--- config.mk ---
export PLATFORM = sky130hd
export DESIGN_NAME = aux_control_and_config_bytes
export DESIGN_NICKNAME = d
export VERILOG_FILES = /design/src/rtl/aux_cfg_pkg.sv /design/src/rtl/aux_control_and_config_bytes.sv
export SDC_FILE = /design/constraint.sdc
export NUM_CORES = 1
export LEC_CHECK = 0
export ABC_AREA = 0
export ABC_CLOCK_PERIOD_IN_PS = 5000
export CAP_MARGIN = 0
export CORE_ASPECT_RATIO = 1.4
export CORE_UTILIZATION = 55
export CTS_BUF_LIST = sky130_fd_sc_hd__clkbuf_8
export CTS_CLUSTER_DIAMETER = 40
export DETAILED_ROUTE_END_ITERATION = 7
export DONT_BUFFER_PORTS = 1
export PLACE_DENSITY = 0.69
export SETUP_SLACK_MARGIN = 0.4
export SYNTH_ARGS = -nofsm -noshare
export SYNTH_HDL_FRONTEND = slang
export SYNTH_SLANG_ARGS = --single-unit
--- constraint.sdc ---
create_clock -name core_clk -period 5 [get_ports core_clk]
set_input_delay 0.5 -clock core_clk [delete_from_list [all_inputs] [get_ports core_clk]]
set_output_delay 0.5 -clock core_clk [all_outputs]
set_load 0.02 [all_outputs]
--- src/rtl/aux_cfg_pkg.sv ---
// constants, types and field layout for the auxiliary control and configuration block
// Summary of operation
// - keypad irq flag bit 7 sets on a falling edge at an enabled keypad pin, holds until software or a chip reset clears.
// - brownout disable bit 6 switches brownout detection off.
// - brownout irq select bit 5 turns brownout reset into an interrupt.
// - low power memory bit 4 set by software, cleared only by power-on/brownout reset.
// - writing one at bit 3 resets the whole processor, restart at 0000.
// - bit 2 always reads zero and ignores writes.
// - incrementing the register toggles pointer select without touching other bits.
// - two 16-bit data pointers, bit 0 selects which one is accessible.
// - all pointer operations and byte accesses go to the selected pointer.
// - register is not bit addressable and resets to 00H.
// - signature bytes readable by code-space reads at FC30h, FC31h, FC60h.
// - customer data area readable by code-space reads FCE0h..FCFFh.
// - configuration fixed from power-up; byte one readable at FD00H.
// - config bit 7 zero disables watchdog reset, timer interrupt still allowed.
// - config bit 6 zero disables reset pin function, pin becomes input.
// - config bit 5 sets port reset level, one high, zero low.
// - config bit 4 selects brownout threshold, one 2.5 V, zero 3.8 V.
// - config bit 3 zero divides CPU clock by two for core and peripherals.
// - oscillator field decodes 111 ext, 011 rc, 010 low, 001 mid, 000 high.
// - unprogrammed configuration byte one reads FFH.
package aux_cfg_pkg;
	// ----------------------------------------
	// register addresses and reset values
	// ----------------------------------------
	localparam logic [7:0] AUX_CTRL_ADDR = 8'hA2;
	localparam logic [7:0] AUX_CTRL_RESET = 8'h00;
	localparam logic [15:0] CFG_ONE_ADDR = 16'hFD00;
	localparam logic [7:0] CFG_UNPROGRAMMED = 8'hFF;
	localparam logic [15:0] SIG_ADDR_0 = 16'hFC30;
	localparam logic [15:0] SIG_ADDR_1 = 16'hFC31;
	localparam logic [15:0] SIG_ADDR_2 = 16'hFC60;
	localparam logic [15:0] CUST_BASE = 16'hFCE0;
	localparam logic [15:0] CUST_LAST = 16'hFCFF;
	localparam int CUST_DEPTH = 32;
	localparam logic [15:0] PTR_RESET = 16'h0000;
	localparam logic [15:0] PTR_STEP = 16'h0001;
	// ----------------------------------------
	// auxiliary control field positions
	// ----------------------------------------
	localparam int BIT_KEY_FLAG = 7;
	localparam int BIT_BO_OFF = 6;
	localparam int BIT_BO_IRQ = 5;
	localparam int BIT_LPM = 4;
	localparam int BIT_SOFT_RST = 3;
	localparam int BIT_ZERO = 2;
	localparam int BIT_RSVD = 1;
	localparam int BIT_PSEL = 0;
	// ----------------------------------------
	// configuration byte field positions and oscillator codes
	// ----------------------------------------
	localparam int CFG_WDOG = 7;
	localparam int CFG_PIN = 6;
	localparam int CFG_PORT = 5;
	localparam int CFG_BROWN = 4;
	localparam int CFG_RATE = 3;
	localparam logic [2:0] OSC_EXT = 3'h7;
	localparam logic [2:0] OSC_RC = 3'h3;
	localparam logic [2:0] OSC_LOW = 3'h2;
	localparam logic [2:0] OSC_MID = 3'h1;
	localparam logic [2:0] OSC_HIGH = 3'h0;
	localparam logic [3:0] CYC_CLKS_FAST = 4'h6;
	localparam logic [3:0] CYC_CLKS_SLOW = 4'hC;
	// arbitrary neutral signature values
	localparam logic [7:0] SIG_BYTE_0 = 8'h5A;
	localparam logic [7:0] SIG_BYTE_1 = 8'hA5;
	localparam logic [7:0] SIG_BYTE_2 = 8'h3C;
	// ----------------------------------------
	// types
	// ----------------------------------------
	typedef enum logic [4:0]
	{
		OSC_SEL_EXT = 5'h01,
		OSC_SEL_RC = 5'h02,
		OSC_SEL_LOW = 5'h04,
		OSC_SEL_MID = 5'h08,
		OSC_SEL_HIGH = 5'h10
	} osc_mode_e;
	typedef struct packed
	{
		logic watchdog_reset_enable;
		logic reset_pin_disable;
		logic port_reset_level;
		logic brownout_level_select;
		logic clock_rate_select;
		logic [2:0] oscillator_type;
	} cfg_one_s;
	typedef struct packed
	{
		logic inc;
		logic load;
		logic wr_high;
		logic wr_low;
		logic [15:0] value;
	} ptr_op_s;
endpackage

--- src/rtl/aux_control_and_config_bytes.sv ---
// auxiliary control register, dual data pointers and configuration byte decode
`timescale 1ns/1ns
`default_nettype none
module aux_control_and_config_bytes
	import aux_cfg_pkg::*;
#(
	parameter int KEYPAD_PINS = 8
)
(
	input wire logic core_clk,
	input wire logic nrst,
	input wire logic por_event,
	input wire logic bor_event,
	input wire logic wdt_event,
	input wire logic ext_reset_pin,
	input wire logic [7:0] cfg_one_raw,
	input wire logic [KEYPAD_PINS-1:0] keypad_pins,
	input wire logic [KEYPAD_PINS-1:0] keypad_enable,
	input wire logic brownout_detect,
	input wire logic sfr_wr,
	input wire logic [7:0] sfr_addr,
	input wire logic [7:0] sfr_wdata,
	output logic [7:0] sfr_rdata,
	input wire ptr_op_s ptr_op,
	output logic [15:0] data_pointer,
	input wire logic code_space_read,
	input wire logic external_space_move,
	input wire logic [15:0] space_addr,
	input wire logic cust_wr,
	input wire logic [4:0] cust_widx,
	input wire logic [7:0] cust_wdata,
	output logic [7:0] space_rdata,
	output logic space_hit,
	output logic chip_reset,
	output logic restart_at_zero,
	output logic brownout_enable,
	output logic brownout_irq,
	output logic brownout_level_select,
	output logic low_power_memory_ctrl,
	output logic watchdog_reset_enable,
	output logic shared_reset_pin_is_input,
	output logic port_reset_level,
	output logic [3:0] machine_cycle_clks,
	output osc_mode_e osc_mode,
	output logic osc_reserved
);
	// ----------------------------------------
	// configuration latch and decode
	// ----------------------------------------
	cfg_one_s cfg;
	logic cfg_loaded;
	logic keypad_irq_flag, brownout_disable, brownout_irq_select, pointer_select;
	logic software_reset_trigger;
	logic [15:0] ptr0, ptr1;
	logic [7:0] cust_mem [CUST_DEPTH];
	logic [7:0] keypad_prev;
	// config captured after reset release, never changed by software
	always_ff @(posedge core_clk or negedge nrst)
		if (!nrst)
		begin
			cfg <= cfg_one_s'(CFG_UNPROGRAMMED);
			cfg_loaded <= 1'b0;
		end
		else if (por_event)
		begin
			cfg <= cfg_one_s'(cfg_one_raw);
			cfg_loaded <= 1'b1;
		end
		else if (!cfg_loaded)
		begin
			cfg <= cfg_one_s'(cfg_one_raw);
			cfg_loaded <= 1'b1;
		end
	assign watchdog_reset_enable = cfg.watchdog_reset_enable;
	assign shared_reset_pin_is_input = ~cfg.reset_pin_disable;
	assign port_reset_level = cfg.port_reset_level;
	assign brownout_level_select = cfg.brownout_level_select;
	assign machine_cycle_clks = cfg.clock_rate_select ? CYC_CLKS_FAST : CYC_CLKS_SLOW;
	// oscillator type decode
	always_comb
	begin
		osc_reserved = 1'b0;
		osc_mode = OSC_SEL_EXT;
		unique case (cfg.oscillator_type)
			OSC_EXT: osc_mode = OSC_SEL_EXT;
			OSC_RC: osc_mode = OSC_SEL_RC;
			OSC_LOW: osc_mode = OSC_SEL_LOW;
			OSC_MID: osc_mode = OSC_SEL_MID;
			OSC_HIGH: osc_mode = OSC_SEL_HIGH;
			default: osc_reserved = 1'b1;
		endcase
	end
	// ----------------------------------------
	// reset sources
	// ----------------------------------------
	wire power_reset = por_event | (bor_event & ~brownout_disable & ~brownout_irq_select);
	wire pin_reset = ext_reset_pin & cfg.reset_pin_disable;
	wire wdt_reset = wdt_event & cfg.watchdog_reset_enable;
	wire next_chip_reset = power_reset | pin_reset | wdt_reset | software_reset_trigger;
	assign brownout_enable = ~brownout_disable;
	assign brownout_irq = brownout_detect & ~brownout_disable & brownout_irq_select;
	always_ff @(posedge core_clk or negedge nrst)
		if (!nrst)
			chip_reset <= 1'b1;
		else
			chip_reset <= next_chip_reset;
	assign restart_at_zero = chip_reset;
	// ----------------------------------------
	// auxiliary control register
	// ----------------------------------------
	wire aux_wr = sfr_wr & (sfr_addr == AUX_CTRL_ADDR); // byte write only
	wire [KEYPAD_PINS-1:0] key_fall = keypad_prev[KEYPAD_PINS-1:0] & ~keypad_pins & keypad_enable;
	wire key_event = |key_fall;
	// flag set wins over a concurrent software clear
	always_ff @(posedge core_clk or negedge nrst)
		if (!nrst)
		begin
			keypad_irq_flag <= 1'b0;
			brownout_disable <= 1'b0;
			brownout_irq_select <= 1'b0;
			pointer_select <= 1'b0;
			software_reset_trigger <= 1'b0;
			keypad_prev <= 8'hFF;
		end
		else if (chip_reset)
		begin
			keypad_irq_flag <= 1'b0;
			brownout_disable <= 1'b0;
			brownout_irq_select <= 1'b0;
			pointer_select <= 1'b0;
			software_reset_trigger <= 1'b0;
			keypad_prev <= {8{1'b1}};
		end
		else
		begin
			keypad_prev[KEYPAD_PINS-1:0] <= keypad_pins;
			keypad_irq_flag <= key_event | (aux_wr ? sfr_wdata[BIT_KEY_FLAG] : keypad_irq_flag);
			if (aux_wr)
			begin
				brownout_disable <= sfr_wdata[BIT_BO_OFF];
				brownout_irq_select <= sfr_wdata[BIT_BO_IRQ];
				pointer_select <= sfr_wdata[BIT_PSEL];
				software_reset_trigger <= sfr_wdata[BIT_SOFT_RST];
			end
		end
	// low power bit survives soft, pin and watchdog resets
	always_ff @(posedge core_clk or negedge nrst)
		if (!nrst)
			low_power_memory_ctrl <= 1'b0;
		else if (power_reset)
			low_power_memory_ctrl <= 1'b0;
		else if (aux_wr & sfr_wdata[BIT_LPM])
			low_power_memory_ctrl <= 1'b1;
	// read view: bit 2 zero, reserved bit 1 zero
	wire [7:0] aux_view = {keypad_irq_flag, brownout_disable, brownout_irq_select,
		low_power_memory_ctrl, software_reset_trigger, 1'b0, 1'b0, pointer_select};
	// ----------------------------------------
	// dual data pointers
	// ----------------------------------------
	wire [15:0] sel_ptr = pointer_select ? ptr1 : ptr0;
	wire [15:0] next_ptr = ptr_op.load ? ptr_op.value
		: ptr_op.inc ? sel_ptr + PTR_STEP
		: ptr_op.wr_high ? {ptr_op.value[15:8], sel_ptr[7:0]}
		: ptr_op.wr_low ? {sel_ptr[15:8], ptr_op.value[7:0]}
		: sel_ptr;
	wire ptr_touch = ptr_op.load | ptr_op.inc | ptr_op.wr_high | ptr_op.wr_low;
	// only the selected pointer updates on a pointer operation; chip reset clears both
	always_ff @(posedge core_clk or negedge nrst)
		if (!nrst)
		begin
			ptr0 <= PTR_RESET;
			ptr1 <= PTR_RESET;
		end
		else if (chip_reset)
		begin
			ptr0 <= PTR_RESET;
			ptr1 <= PTR_RESET;
		end
		else if (ptr_touch)
		begin
			if (pointer_select)
				ptr1 <= next_ptr;
			else
				ptr0 <= next_ptr;
		end
	assign data_pointer = sel_ptr;
	// ----------------------------------------
	// customer area storage and space reads
	// ----------------------------------------
	always_ff @(posedge core_clk)
		if (cust_wr)
			cust_mem[cust_widx] <= cust_wdata;
	wire in_cust = (space_addr >= CUST_BASE) && (space_addr <= CUST_LAST);
	wire [4:0] cust_ridx = space_addr[4:0];
	wire sig_hit = (space_addr == SIG_ADDR_0) | (space_addr == SIG_ADDR_1)
		| (space_addr == SIG_ADDR_2);
	wire [7:0] sig_byte = (space_addr == SIG_ADDR_0) ? SIG_BYTE_0
		: (space_addr == SIG_ADDR_1) ? SIG_BYTE_1 : SIG_BYTE_2;
	wire code_hit = code_space_read & (sig_hit | in_cust);
	wire xdata_hit = external_space_move & (space_addr == CFG_ONE_ADDR);
	wire [7:0] next_space = xdata_hit ? cfg
		: (code_space_read & sig_hit) ? sig_byte
		: (code_space_read & in_cust) ? cust_mem[cust_ridx] : 8'h00;
	always_ff @(posedge core_clk or negedge nrst)
		if (!nrst)
		begin
			space_rdata <= 8'h00;
			space_hit <= 1'b0;
			sfr_rdata <= AUX_CTRL_RESET;
		end
		else
		begin
			space_rdata <= next_space;
			space_hit <= code_hit | xdata_hit;
			sfr_rdata <= (sfr_addr == AUX_CTRL_ADDR) ? aux_view : 8'h00;
		end
	// ----------------------------------------
	// assertions
	// ----------------------------------------
	a_key_flag_sets: assert property (@(posedge core_clk) disable iff (!nrst)
		(key_event && !chip_reset) |=> keypad_irq_flag) else $error("keypad flag missed");
	a_key_flag_holds: assert property (@(posedge core_clk) disable iff (!nrst)
		(keypad_irq_flag && !aux_wr && !chip_reset) |=> keypad_irq_flag)
		else $error("keypad flag dropped");
	a_brownout_off: assert property (@(posedge core_clk) disable iff (!nrst)
		brownout_disable |-> !brownout_enable && !brownout_irq) else $error("brownout on");
	a_bo_irq_noreset: assert property (@(posedge core_clk) disable iff (!nrst)
		(bor_event && brownout_irq_select && !por_event && !software_reset_trigger
		&& !pin_reset && !wdt_reset) |=> !chip_reset) else $error("brownout reset");
	a_lpm_sticky: assert property (@(posedge core_clk) disable iff (!nrst)
		(low_power_memory_ctrl && !power_reset) |=> low_power_memory_ctrl)
		else $error("low power bit cleared");
	a_soft_rst_fires: assert property (@(posedge core_clk) disable iff (!nrst)
		(aux_wr && sfr_wdata[BIT_SOFT_RST] && !chip_reset) |=> ##1 chip_reset)
		else $error("soft reset missed");
	a_soft_rst_once: assert property (@(posedge core_clk) disable iff (!nrst)
		(chip_reset) |=> !software_reset_trigger) else $error("soft reset stuck");
	a_bit2_zero: assert property (@(posedge core_clk) disable iff (!nrst)
		sfr_rdata[BIT_ZERO] == 1'b0) else $error("bit 2 not zero");
	a_ptr_hidden: assert property (@(posedge core_clk) disable iff (!nrst)
		(pointer_select && !chip_reset) |=> $stable(ptr0)) else $error("hidden pointer moved");
	a_cfg_fixed: assert property (@(posedge core_clk) disable iff (!nrst)
		(cfg_loaded && !por_event) |=> $stable(cfg)) else $error("config changed");
	// ----------------------------------------
	// reset source assertions
	// ----------------------------------------
	a_bor_resets: assert property (@(posedge core_clk) disable iff (!nrst)
		(bor_event && !brownout_disable && !brownout_irq_select) |=> chip_reset)
		else $error("brownout reset missed");
	a_bo_off_noreset: assert property (@(posedge core_clk) disable iff (!nrst)
		(bor_event && brownout_disable && !por_event && !wdt_event && !ext_reset_pin
		&& !software_reset_trigger) |=> !chip_reset) else $error("disabled brownout reset");
	a_wdt_resets: assert property (@(posedge core_clk) disable iff (!nrst)
		(wdt_event && watchdog_reset_enable) |=> chip_reset) else $error("watchdog reset missed");
	a_wdt_masked: assert property (@(posedge core_clk) disable iff (!nrst)
		(wdt_event && !watchdog_reset_enable && !por_event && !bor_event && !ext_reset_pin
		&& !software_reset_trigger) |=> !chip_reset) else $error("masked watchdog reset");
	a_pin_resets: assert property (@(posedge core_clk) disable iff (!nrst)
		(ext_reset_pin && cfg.reset_pin_disable) |=> chip_reset) else $error("pin reset missed");
	a_pin_masked: assert property (@(posedge core_clk) disable iff (!nrst)
		(ext_reset_pin && !cfg.reset_pin_disable && !por_event && !bor_event && !wdt_event
		&& !software_reset_trigger) |=> !chip_reset) else $error("pin is not input only");
	a_lpm_power_clr: assert property (@(posedge core_clk) disable iff (!nrst)
		power_reset |=> !low_power_memory_ctrl) else $error("low power bit kept");
	// re-initialisation after any chip reset
	a_aux_reinit: assert property (@(posedge core_clk) disable iff (!nrst)
		chip_reset |=> !keypad_irq_flag && !brownout_disable && !brownout_irq_select)
		else $error("aux register not cleared");
	a_ptr_reinit: assert property (@(posedge core_clk) disable iff (!nrst)
		chip_reset |=> (ptr0 == PTR_RESET) && (ptr1 == PTR_RESET) && !pointer_select)
		else $error("pointers not cleared");
	a_bit1_zero: assert property (@(posedge core_clk) disable iff (!nrst)
		sfr_rdata[BIT_RSVD] == 1'b0) else $error("reserved bit not zero");
	// pointer operations land on the selected pointer
	a_ptr_load: assert property (@(posedge core_clk) disable iff (!nrst)
		(ptr_op.load && !chip_reset && !aux_wr) |=> data_pointer == $past(ptr_op.value))
		else $error("pointer load lost");
	a_ptr_inc: assert property (@(posedge core_clk) disable iff (!nrst)
		(ptr_op.inc && !ptr_op.load && !chip_reset && !aux_wr)
		|=> data_pointer == $past(data_pointer) + PTR_STEP) else $error("pointer step lost");
	// space reads and configuration decode
	a_sig_read: assert property (@(posedge core_clk) disable iff (!nrst)
		(code_space_read && space_addr == SIG_ADDR_0)
		|=> space_hit && (space_rdata == SIG_BYTE_0)) else $error("signature read wrong");
	a_cust_hit: assert property (@(posedge core_clk) disable iff (!nrst)
		(code_space_read && space_addr >= CUST_BASE && space_addr <= CUST_LAST) |=> space_hit)
		else $error("customer area missed");
	a_cfg_read: assert property (@(posedge core_clk) disable iff (!nrst)
		(external_space_move && space_addr == CFG_ONE_ADDR)
		|=> space_hit && (space_rdata == $past(cfg))) else $error("config read wrong");
	a_cfg_default: assert property (@(posedge core_clk) disable iff (!nrst)
		!cfg_loaded |-> cfg == CFG_UNPROGRAMMED) else $error("config not unprogrammed");
	a_slow_cycle: assert property (@(posedge core_clk) disable iff (!nrst)
		!cfg.clock_rate_select |-> machine_cycle_clks == CYC_CLKS_SLOW)
		else $error("clock divide missing");
	a_osc_onehot: assert property (@(posedge core_clk) disable iff (!nrst)
		$onehot(osc_mode)) else $error("oscillator mode not one-hot");
	// main scenarios
	c_soft_reset: cover property (@(posedge core_clk) disable iff (!nrst)
		aux_wr && sfr_wdata[BIT_SOFT_RST]);
	c_ptr_toggle: cover property (@(posedge core_clk) disable iff (!nrst)
		$changed(pointer_select) && ptr_op.inc);
	c_cfg_read: cover property (@(posedge core_clk) disable iff (!nrst) xdata_hit);
	c_keypad_set: cover property (@(posedge core_clk) disable iff (!nrst) key_event);
	c_bor_irq: cover property (@(posedge core_clk) disable iff (!nrst) brownout_irq);
endmodule
`default_nettype wire

Yosys cells after proc, flatten, opt, wreduce, memory -nomap -nowiden
Memory sizes are Yosys's and may differ from the RTL's.
Cells that the tools add are included.
{ "op_classes": {"add_sub_neg": 1, "bitwise": 30, "muxes": 37, "reduce_logical": 10, "n_lt_le_gt_ge": 2, "n_eq_ne": 11} }
{ "ops": {"columns": ["operator", "count"], "rows": [
  ["16-bit two-way mux", 10],
  ["8-bit two-way mux", 10],
  ["16-bit equality test (second input constant)", 4],
  ["5-bit case mux with 4 select lines", 1],
  ["16-bit by 1-bit adder with 16-bit output (second input constant)", 1],
  ["8-bit bitwise AND", 2],
  ["16-bit greater-or-equal comparator (second input constant)", 1],
  ["16-bit less-or-equal comparator (second input constant)", 1],
  ["1-bit two-way mux", 15],
  ["1-bit bitwise AND", 12],
  ["1-bit OR", 12],
  ["8-bit equality test (second input constant)", 1],
  ["8-bit inverter", 1],
  ["2-bit nonzero test", 4],
  ["8-bit OR reduction", 1],
  ["3-bit by 2-bit equality test with 1-bit output (second input constant)", 2],
  ["5-bit OR reduction", 1],
  ["4-bit two-way mux", 1],
  ["2-bit inequality test (second input constant)", 2],
  ["2-bit AND reduction", 2],
  ["3-bit by 1-bit equality test with 1-bit output (second input constant)", 1],
  ["3-bit equality test (second input constant)", 1],
  ["3-bit logical NOT", 1],
  ["1-bit inverter", 3],
  ["1-bit logical AND", 1]
]} }
{ "totals": {"memories": 1, "ff_bits": 73, "word_cells": 112, "ramBits": 256} }
{ "mem_list": {"columns": ["memory", "depth", "word_bits", "rd", "rd_clocked_by_memory_dff", "write_ports", "line_no", "text"], "rows": [
  ["cust_mem", 32, 8, 1, 0, 1, "aux_control_and_config_bytes.sv:55", "logic [7:0] cust_mem [CUST_DEPTH];"]
]} }

Depth between registers and ports, before layout
Gate-level depths: netlist of run 1.
{ "depth": {"depth_word": 8, "mapped_depth": 8} }

Worst setup path after synthesis of run 1
No wires, ideal clock.
{ "synth_timing": {"kind": "reg2reg", "start": "register pointer_select", "end": "register ptr1[8]", "setup_slack_ps": 2497, "required_ps": 4872, "arrival_time_ps": 2375, "path_buffers": 1, "path_stages_with_launch": 9, "setup_time_ps": 128, "cell_sequence": "dfrtp_1 -> clkbuf_4 -> mux2_2 -> ha_1 -> nand4b_1 -> a222oi_1 -> and3_1 -> nor4_1 -> mux2_1"} }
{ "synth_between": {"elab_chain_len": 7} }
{ "synth_rtl": {"columns": ["item", "line_no", "text"], "rows": [
  ["start, declared", "aux_control_and_config_bytes.sv:52", "logic keypad_irq_flag, brownout_disable, brownout_irq_select, pointer_select;"],
  ["start signal, assigned", "aux_control_and_config_bytes.sv:142", "pointer_select <= sfr_wdata[BIT_PSEL];"],
  ["16-bit two-way mux", "aux_control_and_config_bytes.sv:160", "wire [15:0] sel_ptr = pointer_select ? ptr1 : ptr0;"],
  ["via data_pointer[0]", "aux_control_and_config_bytes.sv:25", "output logic [15:0] data_pointer,"],
  ["16-bit by 1-bit adder with 16-bit output", "aux_control_and_config_bytes.sv:162", ": ptr_op.inc ? sel_ptr + PTR_STEP"],
  ["16-bit two-way mux", "aux_control_and_config_bytes.sv:162", null],
  ["16-bit two-way mux", "aux_control_and_config_bytes.sv:161", "wire [15:0] next_ptr = ptr_op.load ? ptr_op.value"],
  ["16-bit two-way mux", "aux_control_and_config_bytes.sv:181", "if (pointer_select)"],
  ["16-bit two-way mux", "aux_control_and_config_bytes.sv:179", "else if (ptr_touch)"],
  ["16-bit two-way mux", "aux_control_and_config_bytes.sv:174", "else if (chip_reset)"],
  ["end signal, assigned", "aux_control_and_config_bytes.sv:182", "ptr1 <= next_ptr;"],
  ["end, declared", "aux_control_and_config_bytes.sv:54", "logic [15:0] ptr0, ptr1;"]
]} }
The timed path passes the listed nets, and every way through them passes these cells. The select of a mux whose other input is x is not followed.
A chain may end at the register's enable or synchronous reset.

Worst setup path in the final report of run 1
{ "layout_timing": {"start": "register pointer_select", "end": "register ptr1[10]"} }
The elaborated chain is that of the path after synthesis.

==> results.toml, run 1 <==
[setup_path]
critical-path-max-stage-delay_ps = 780
crit_fanout = 6
path_cells = "mux2_2, ha_1, nand4b_1, a222oi_1, a31oi_1, o21a_1, o31ai_1"
crit_type = "flip-flop to flip-flop"
critPathCaptureType = "flip-flop"
crit_family = "compound AO/OA/AOI/OAI gates"
critPathArrivalTime_ps = 3250
cp_num_buf_inv = 0
cp_slowest_cell = "a222oi_1"
startpoint_type = "flip-flop"
cp_data_required_time_ps = 5470

[cts]
cts_made_buffers = 49
cts-root-buf = "clkbuf_8"
clockBufferDepth = 3
cts_resized = 0
clkTransAtPathRegs_ps = 70
cts_tree = "built"
hold_buffers = 32
postCtsSetupBuffers = 0
htreeDepth = 2
clkSinkCount = 327
clk_latency_ps = 570

[cells_and_area]
nFillCells = 1885
nNetsFinal = 1044
final_cells = 1302
synthToLayoutAreaGrowth_pct = 10.6
final_cell_mix = "edfxtp_1 (256), nor2_1 (60), mux4_2 (58)"
final_common_cell = "edfxtp_1"
antenna_cells = 0
drive_gt1_share_pct = 21.2

[synth]
async_reset_ff_share_pct = 21.7
synthTopCellsByArea = "edfxtp_1 (54%), dfrtp_1 (9.6%), mux4_2 (9.3%)"
yosys.area.top_type = "edfxtp_1"
synthCells = 906
yosys_register_bits = 327
yosysWarnings = 0
avgSynthCellArea_sq_um = 15.6
synth_cell_types = 68
yosys-mux-area-fraction_pct = 14.5
synth_edf_count = 256
synth_xor_area_share_pct = 0.124
synth_top_family_by_area = "multiplexers"
yosysSeqAreaShare_pct = 67.2
synth_top_area_share_pct = 54.4
synthAdderAreaFrac_pct = 0.0886
ys_dominant_reg_cell = "edfxtp_1"
synth-compound-area-share_pct = 6.60
synth-simple-area-share_pct = 8.96
synth_area_sq_mm = 0.0141

[die]
initial_utilization_pct = 55.8
die_width_um = 137
dieArea_sq_mm = 0.0263
die_y_um = 192
rows = 69
pin_count = 152
core_area_sq_mm = 0.0253

[sta]
max_freq_ghz = 0.360
worst_slew_pin_slew_ps = 1020
slew_headroom_pct = 31.6
setup_tns_ps = 0
setup-violations-final = 0
fin_crit_sh_pct = 55.6
period_needed_ps = 2780
grt_setup_unrepaired = "false"
slew_violations = 0
hold_viol = 0
final.setup_skew_ps = 16.1

[run]
drv_cap = 0

[detailed_routing]
postRouteAntennaNets = 0
wire_per_inst_um = 24.8
drc = 0
routed-via-count = 8111
vias_per_cell = 6.23
drt_iter0_drc = 519
dr.pass1.iters = 5
wl_um = 32300

[grt]
gr-total-overflow = 0
grt_max_degree = 72
grt_use_total_pct = 25.2
grt_pass1_vias = 8075
grt_pass1_wl_um = 47500
antenna_found_initial = 0

[place]
dpl.hpwl_um = 20000
place_inst = 1177
numPortBuffers = 0
gp_congestion = 0.831

[outcome]
outcome = "completed"

[power]
cellLeakagePower_uw = 0.00539
cellPowerDensity_mw_per_mm2 = 351
ir_drop_uv = 258

[hold_path]
hold_path.class = "input pin to flip-flop"
cell type report:
| type | count | area (sq um) | area share [%] |
|---|---|---|---|
| tap | 319 | 399 | 2.56 |
| clock buffer | 55 | 757 | 4.85 |
| multi-input combinational | 511 | 4290 | 27.5 |
| clock inverter | 36 | 240 | 1.54 |
| inverter | 19 | 71.3 | 0.457 |
| timing repair buffer | 35 | 365 | 2.34 |
| sequential | 327 | 9490 | 60.8 |
worst register-to-register path, stage by stage, from the launching register on:
cell      delay, ps
dfrtp_1         430
mux2_2          360
ha_1            280
nand4b_1        180
a222oi_1        780
a31oi_1         180
o21a_1          230
o31ai_1         250
state kept, by name, summed over array words and instances, names as in the netlist, 5 cells and up:
name	cells
cfg	5
cust_mem	256
keypad_prev	8
ptr0	16
ptr1	16
sfr_rdata	6
space_rdata	8
synthesized netlist by cell type, types with 10 or more instances:
library cell / count
mux2_2: 39
nand3_1: 20
nor2_1: 60
dfstp_2: 17
mux4_2: 58
buf_4: 14
nand2b_1: 10
o22ai_1: 15
dfrtp_1: 54
clkbuf_1: 19
inv_1: 19
a21oi_1: 32
edfxtp_1: 256
o21ai_0: 20
buf_2: 17
mux2i_1: 28
nand3b_1: 11
nand2_1: 53
nor2b_1: 13
through the flow:
| step | hold slack, ps | util [%] | instance area, sq um | total power, uW | setup slack, ps |
|---|---|---|---|---|---|
| 5_1_grt | 0.209 | 61.7 | 15600 | 5670 | 1980 |
| 2_1_floorplan | 204 | - | 14100 | 3290 | 2500 |
| 3_5_place_dp | 206 | 56.4 | 14300 | 3310 | 2190 |
| 6_report | 21.6 | 61.7 | 15600 | 5480 | 2220 |
| 3_3_place_gp | 206 | 56.4 | 14300 | 3300 | 2260 |
| 4_1_cts | 0.104 | 61.6 | 15600 | 5530 | 2190 |
cells by family (layout without fill, tap and decap cells):
family	after synthesis	after routing
flops	327	327
fa+ha+maj	1	1
xor+xnor	2	2
simple gates	241	241
mux	127	127
other cells	2	5
compound gates	135	135
buf+inv	71	145
power breakdown:
group          leakage (uW)  internal [uW]  switching (uW)  total [uW]
clock network      0.000563           1170            1010        2180
logic               0.00160            130             149         279
registers           0.00323           2990            34.2        3020
path summary, 6_finish.rpt:
path	start	end	slack (ps)	cells past startpoint
setup / recovery	pointer_select	ptr1[10]	2220	7
hold / removal	cust_wdata[2]	cust_mem[20][2]	20	0
setup reg to reg	pointer_select	ptr1[10]	2220	7
hold reg to reg	ptr1[14]	ptr1[14]	470	2
max in group asynchronous	nrst	cfg[0]	4160	2
min in group asynchronous	nrst	ptr1[15]	520	2
layer usage:
metal	share of wire, %	GRT usage, %
met1	36	29.3
met2	53	44.6
met3	7.7	5.99
met4	3.2	10.0
met5	0	0
Note: power is estimated with default switching activity, not from simulation.
==> inputs of run 2 (changes only) <==
--- a/config.mk
+++ b/config.mk
@@ -6,7 +6,7 @@
 export NUM_CORES = 1
 export LEC_CHECK = 0
 export ABC_AREA = 0
-export ABC_CLOCK_PERIOD_IN_PS = 5000
+export ABC_CLOCK_PERIOD_IN_PS = 2490
 export CAP_MARGIN = 0
 export CORE_ASPECT_RATIO = 1.4
 export CORE_UTILIZATION = 55
@@ -14,7 +14,7 @@
 export CTS_CLUSTER_DIAMETER = 40
 export DETAILED_ROUTE_END_ITERATION = 7
 export DONT_BUFFER_PORTS = 1
-export PLACE_DENSITY = 0.69
+export PLACE_DENSITY = 0.72
 export SETUP_SLACK_MARGIN = 0.4
 export SYNTH_ARGS = -nofsm -noshare
 export SYNTH_HDL_FRONTEND = slang
==> constraint.sdc (replaced) <==
create_clock -name core_clk -period 2.49 [get_ports core_clk]
set_input_delay 0.249 -clock core_clk [delete_from_list [all_inputs] [get_ports core_clk]]
set_output_delay 0.249 -clock core_clk [all_outputs]
set_load 0.02 [all_outputs]
==> run 2 against run 1 <==
Highest routed layer unchanged. Maximum frequency increased by 18%. Sequential power increased by 100%. Clock power is 96% higher. First-iteration DRC count increased by 31%. Critical path type unchanged. Sequential cell count unchanged. Core utilization up 3.3 points. Critical endpoint is now ptr1[8]. Combinational power grew 140%.
==> results.toml, run 2 (synthesis gave the netlist of run 1 again) <==
[cells_and_area]
final_cell_mix = "edfxtp_1 (256), buf_4 (61), nor2_1 (60)"
synthToLayoutAreaGrowth_pct = 16.5
largest_register_ffs = 256
drive_gt1_share_pct = 27.0
reg.largest.list = "cust_mem (256), ptr0 (16), ptr1 (16)"
multi_input_area_sq_mm = 0.00444
regArea_sq_mm = 0.00949
nNetsFinal = 1124
final_common_cell = "edfxtp_1"
top_register = "cust_mem"
nFillCells = 1779

[die]
die_y_um = 192
dieArea_sq_mm = 0.0263
die_width_um = 137
rows = 69
pin_count = 152
core_area_sq_mm = 0.0253
initial_utilization_pct = 55.8

[grt]
grt_max_degree = 72
grt_pass1_vias = 8694
gr-total-overflow = 0
grt_pass1_wl_um = 48900
antenna_found_initial = 1
grt_use_total_pct = 25.4

[power]
design_power_total_uw = 11000
ir_drop_uv = 478
cellLeakagePower_uw = 0.00580
cellPowerDensity_mw_per_mm2 = 669

[setup_path]
critPathCaptureType = "flip-flop"
reg2regPathDepth = 8
cp_data_required_time_ps = 2960
crit_fanout = 6
r2r-start = "pointer_select"
crit_type = "flip-flop to flip-flop"
critPathArrivalTime_ps = 2820
startpoint_type = "flip-flop"
rrSetupSlack_ps = 140
reg2reg_to = "ptr1[8]"

[cts]
clkTransAtPathRegs_ps = 60
cts_made_buffers = 50
cts_tree = "built"
clk_latency_ps = 590
clockBufferDepth = 3
clkSinkCount = 327
cts-root-buf = "clkbuf_8"
htreeDepth = 2

[sta]
hold_viol = 0
slew_headroom_pct = 22.8
max_freq_ghz = 0.426
setup-violations-final = 0
grt_setup_unrepaired = "true"
fin_crit_sh_pct = 94.3
worst_slew_pin_slew_ps = 1150
setup_tns_ps = 0
final.setup_skew_ps = 29.2
period_needed_ps = 2350
slew_violations = 0

[hold_path]
hold_depth = 2
hold_path.class = "input pin to flip-flop"
hold_end = "ptr0[7]"
hold_start = "ptr_op[7]"

[detailed_routing]
postRouteAntennaNets = 0
wl_um = 32700
drc = 0
wire_per_inst_um = 23.7
vias_per_cell = 6.19
routed-via-count = 8563
drt_iter0_drc = 678
dr.pass1.iters = 5

[run]
drv_cap = 0

[outcome]
outcome = "completed"

[place]
gp_congestion = 0.849
numPortBuffers = 0
dpl.hpwl_um = 20000
run 2: cell count changes in the layout (fill, tap and decap cells not counted), sizes merged:
cell,before,now
buf,2,69
clkinv,22,23
bufinv,3,2
inv,30,32
clkbuf,55,54
diode,0,1
clkinvlp,0,1
dlygate4sd3,33,44
run 2: timing repair:
item / 4_1_cts / 5_1_grt
cloned: 0 / 1
hold endpoints to repair: 374 / 10
endpoints found under the setup margin: 23 / 37
buffers inserted: 3 / 9
resized for setup: 16 / 19
pin swaps: 9 / 10
hold buffers: 47 / 1
run 2: critical path, cell delays in order (launching register included):
cell	delay, ps
dfrtp_2	440
mux2_4	280
ha_4	160
nand4b_1	170
a222oi_1	450
buf_4	230
and3_1	150
nor4_1	60
mux2_1	280
run 2: area by class of cell:
cell class              instances  share of cell area, %
diodes                          1                 0.0152
clock inverters                39                   1.40
inverters                      19                  0.434
multi-input cells             511                   27.0
clock buffers                  53                   4.44
flip-flops and latches        327                   57.7
repair buffers                114                   6.58
well taps                     319                   2.43
run 2: worst max-delay path by stage:
| stage | slack (ps) | from | to |
|---|---|---|---|
| after floorplan | 170 | pointer_select | ptr1[8] |
| after global placement | 140 | pointer_select | ptr0[8] |
| after detailed placement | 90 | pointer_select | ptr0[8] |
| after CTS | 150 | pointer_select | ptr0[8] |
| after global routing | 30 | pointer_select | ptr0[10] |
| final | 140 | pointer_select | ptr1[8] |
run 2: layer usage:
layer	track usage [%]	vias to the layer above	share of wire, %
li1	-	3800	-
met1	30.8	4350	37
met2	45.0	342	53
met3	4.62	71	7.0
met4	8.79	0	3.0
met5	0	-	0
run 2: metrics by stage:
| step | util (%) | worst slack, ps | instance area, sq um | std cells | hold WS [ps] |
|---|---|---|---|---|---|
| global placement | 58.1 | 144 | 14700 | 1229 | -44.4 |
| finish | 65.0 | 143 | 16400 | 1383 | 1.93 |
| floorplan | - | 169 | 14200 | 909 | -46.6 |
| CTS | 64.3 | 151 | 16300 | 1371 | -190 |
| global route | 65.0 | 32.3 | 16400 | 1383 | 2.52 |
| detailed placement | 58.1 | 90.1 | 14700 | 1229 | -44.7 |
run 2: power by group:
group | internal (uW) | leakage (uW) | switching, uW | total (uW)
sequential | 6000 | 0.00323 | 64.2 | 6070
combinational | 314 | 0.00205 | 355 | 668
clock | 2190 | 0.000528 | 2080 | 4270
total | 8510 | 0.00580 | 2500 | 11000
==> inputs of run 3 (changes only) <==
--- a/config.mk
+++ b/config.mk
@@ -6,7 +6,7 @@
 export NUM_CORES = 1
 export LEC_CHECK = 0
 export ABC_AREA = 0
-export ABC_CLOCK_PERIOD_IN_PS = 2490
+export ABC_CLOCK_PERIOD_IN_PS = 2100
 export CAP_MARGIN = 0
 export CORE_ASPECT_RATIO = 1.4
 export CORE_UTILIZATION = 55
@@ -15,7 +15,7 @@
 export DETAILED_ROUTE_END_ITERATION = 7
 export DONT_BUFFER_PORTS = 1
 export PLACE_DENSITY = 0.72
-export SETUP_SLACK_MARGIN = 0.4
+export SETUP_SLACK_MARGIN = 0.05
 export SYNTH_ARGS = -nofsm -noshare
 export SYNTH_HDL_FRONTEND = slang
 export SYNTH_SLANG_ARGS = --single-unit
==> constraint.sdc (replaced) <==
create_clock -name core_clk -period 2.1 [get_ports core_clk]
set_input_delay 0.21 -clock core_clk [delete_from_list [all_inputs] [get_ports core_clk]]
set_output_delay 0.21 -clock core_clk [all_outputs]
set_load 0.02 [all_outputs]
==> run 3 against run 2 <==
The run now ends with negative setup slack left. Clock skew decreased by 5.0 ps. Wire length is 2.2% higher. First-iteration DRC count up 8.8%. Sequential cell count did not move. Final cell count rose by 3.5%. Via count rose by 2.3%. Critical endpoint is now data_pointer[15]. Highest routed layer unchanged.
==> results.toml, run 3 (synthesis gave the netlist of run 1 again) <==
[setup_path]
reg2reg_to = "ptr0[10]"
crit_fanout = 10
critical-path-max-stage-delay_ps = 450
critPathArrivalTime_ps = 2080
crit_type = "flip-flop to primary output"
crit_top_cell = "buf_4"
cp_slowest_cell = "dfrtp_2"
r2r-start = "pointer_select"
reg2regPathDepth = 8
path_cells = "buf_4, buf_12, buf_4, buf_4, mux2_4, buf_6"
rrSetupSlack_ps = -130
cp_data_required_time_ps = 1890
startpoint_type = "flip-flop"
critPathCaptureType = "primary output"

[grt]
grt_pass1_vias = 8649
grt_max_degree = 72
grt_use_total_pct = 25.5
antenna_found_initial = 2
grt_pass1_wl_um = 48600
gr-total-overflow = 0

[cells_and_area]
drive_gt1_share_pct = 30.5
largest_register_ffs = 256
final_common_cell = "edfxtp_1"
utilization_pct = 67.3
nNetsFinal = 1172
final_cell_mix = "edfxtp_1 (256), buf_4 (85), nor2_1 (59)"
reg.largest.list = "cust_mem (256), ptr0 (16), ptr1 (16)"
nFillCells = 1653
synthToLayoutAreaGrowth_pct = 20.6
top_register = "cust_mem"

[sta]
setup-violations-final = 17
grt_setup_unrepaired = "true"
final.setup_skew_ps = 24.2
finalWorstSetupSlack_ps = -185
fin_crit_sh_pct = 109
max_freq_ghz = 0.438
worst_slew_pin_slew_ps = 1170
hold_viol = 0
slew_violations = 0
period_needed_ps = 2290
setup_tns_ps = -1560
slew_headroom_pct = 21.8

[cts]
clkTransAtPathRegs_ps = 70
clockBufferDepth = 3
clkSinkCount = 327
htreeDepth = 2
cts-root-buf = "clkbuf_8"
cts_tree = "built"
clk_latency_ps = 600
cts_made_buffers = 49

[detailed_routing]
drt_iter0_drc = 738
wl_um = 33500
drc = 0
dr.pass1.iters = 5
wire_per_inst_um = 23.4
postRouteAntennaNets = 0
routed-via-count = 8756
vias_per_cell = 6.12

[place]
gp_congestion = 0.855
pre_cts_slack_ps = -126
numPortBuffers = 0
dpl.hpwl_um = 20100

[power]
cellPowerDensity_mw_per_mm2 = 790
cellLeakagePower_uw = 0.00609
ir_drop_uv = 599

[run]
drv_cap = 0

[die]
pin_count = 152
dieArea_sq_mm = 0.0263
rows = 69
die_width_um = 137
core_area_sq_mm = 0.0253
initial_utilization_pct = 55.8
die_y_um = 192

[hold_path]
hold_path.class = "input pin to flip-flop"
hold_start = "cust_widx[3]"
hold_depth = 2
hold_end = "cust_mem[28][3]"

[outcome]
violations = "negative setup slack"
outcome = "complete, but fails checks"
[run 3: per-layer routing]
layer  share of wire, %  GRT usage [%]  up-vias  wire (um)
met5                  0              0        -          0
met4                3.5           10.2        0       1170
met3                8.1           5.12       83       2710
met2                 52           44.9      416      17500
met1                 36           30.3     4352      12100
li1                   -              -     3905          -
[run 3: final cells by class]
class                           instances  area [sq um]  share of cell area, %
Timing Repair Buffer                  163          1530                   8.98
Multi-Input combinational cell        511          4520                   26.5
Sequential cell                       327          9490                   55.7
Clock inverter                         40           333                   1.95
Inverter                               19          73.8                  0.433
Tap cell                              319           399                   2.34
Clock buffer                           50           688                   4.04
Antenna cell                            2          5.00                 0.0294
[run 3: how the worst max path moves through the flow]
stage	startpoint	to	slack, ps	depth (start not counted)
3_3_place_gp	pointer_select	ptr1[8]	-110	8
4_1_cts	pointer_select	data_pointer[14]	-140	5
3_5_place_dp	pointer_select	ptr0[10]	-130	8
2_1_floorplan	pointer_select	ptr1[8]	-220	8
5_1_grt	pointer_select	data_pointer[13]	-270	7
6_report	pointer_select	data_pointer[15]	-190	6
[run 3: power by group]
| part | switching, uW | internal, uW |
|---|---|---|
| Combinational | 450 | 415 |
| Clock | 2420 | 2980 |
| Sequential | 74.1 | 7120 |
[run 3: worst max-delay path, delay by kind of cell, from the launching register on]
| kind | cells | cell delay (ps) |
|---|---|---|
| buffers and inverters | 5 | 720 |
| DFF | 1 | 450 |
| muxes | 1 | 310 |
[run 3: timing repair]
item,CTS,global route
hold buffers,62,1
pin swaps,0,17
setup buffers,2,16
endpoints found under the setup margin,35,31
gates resized for setup,22,47
hold endpoints to repair,381,1
gates cloned,0,1
[run 3: through the flow]
step | hold slack, ps | instance area (sq um) | std cells | total power [uW]
final | 27.3 | 17000 | 1431 | 13500
after global routing | 13.1 | 17000 | 1430 | 13900
after CTS | 1.65 | 16700 | 1412 | 13500
after detailed placement | -83.2 | 14900 | 1258 | 7920
after global placement | -83.4 | 14900 | 1258 | 7910
after floorplan | -85.6 | 14200 | 909 | 7840
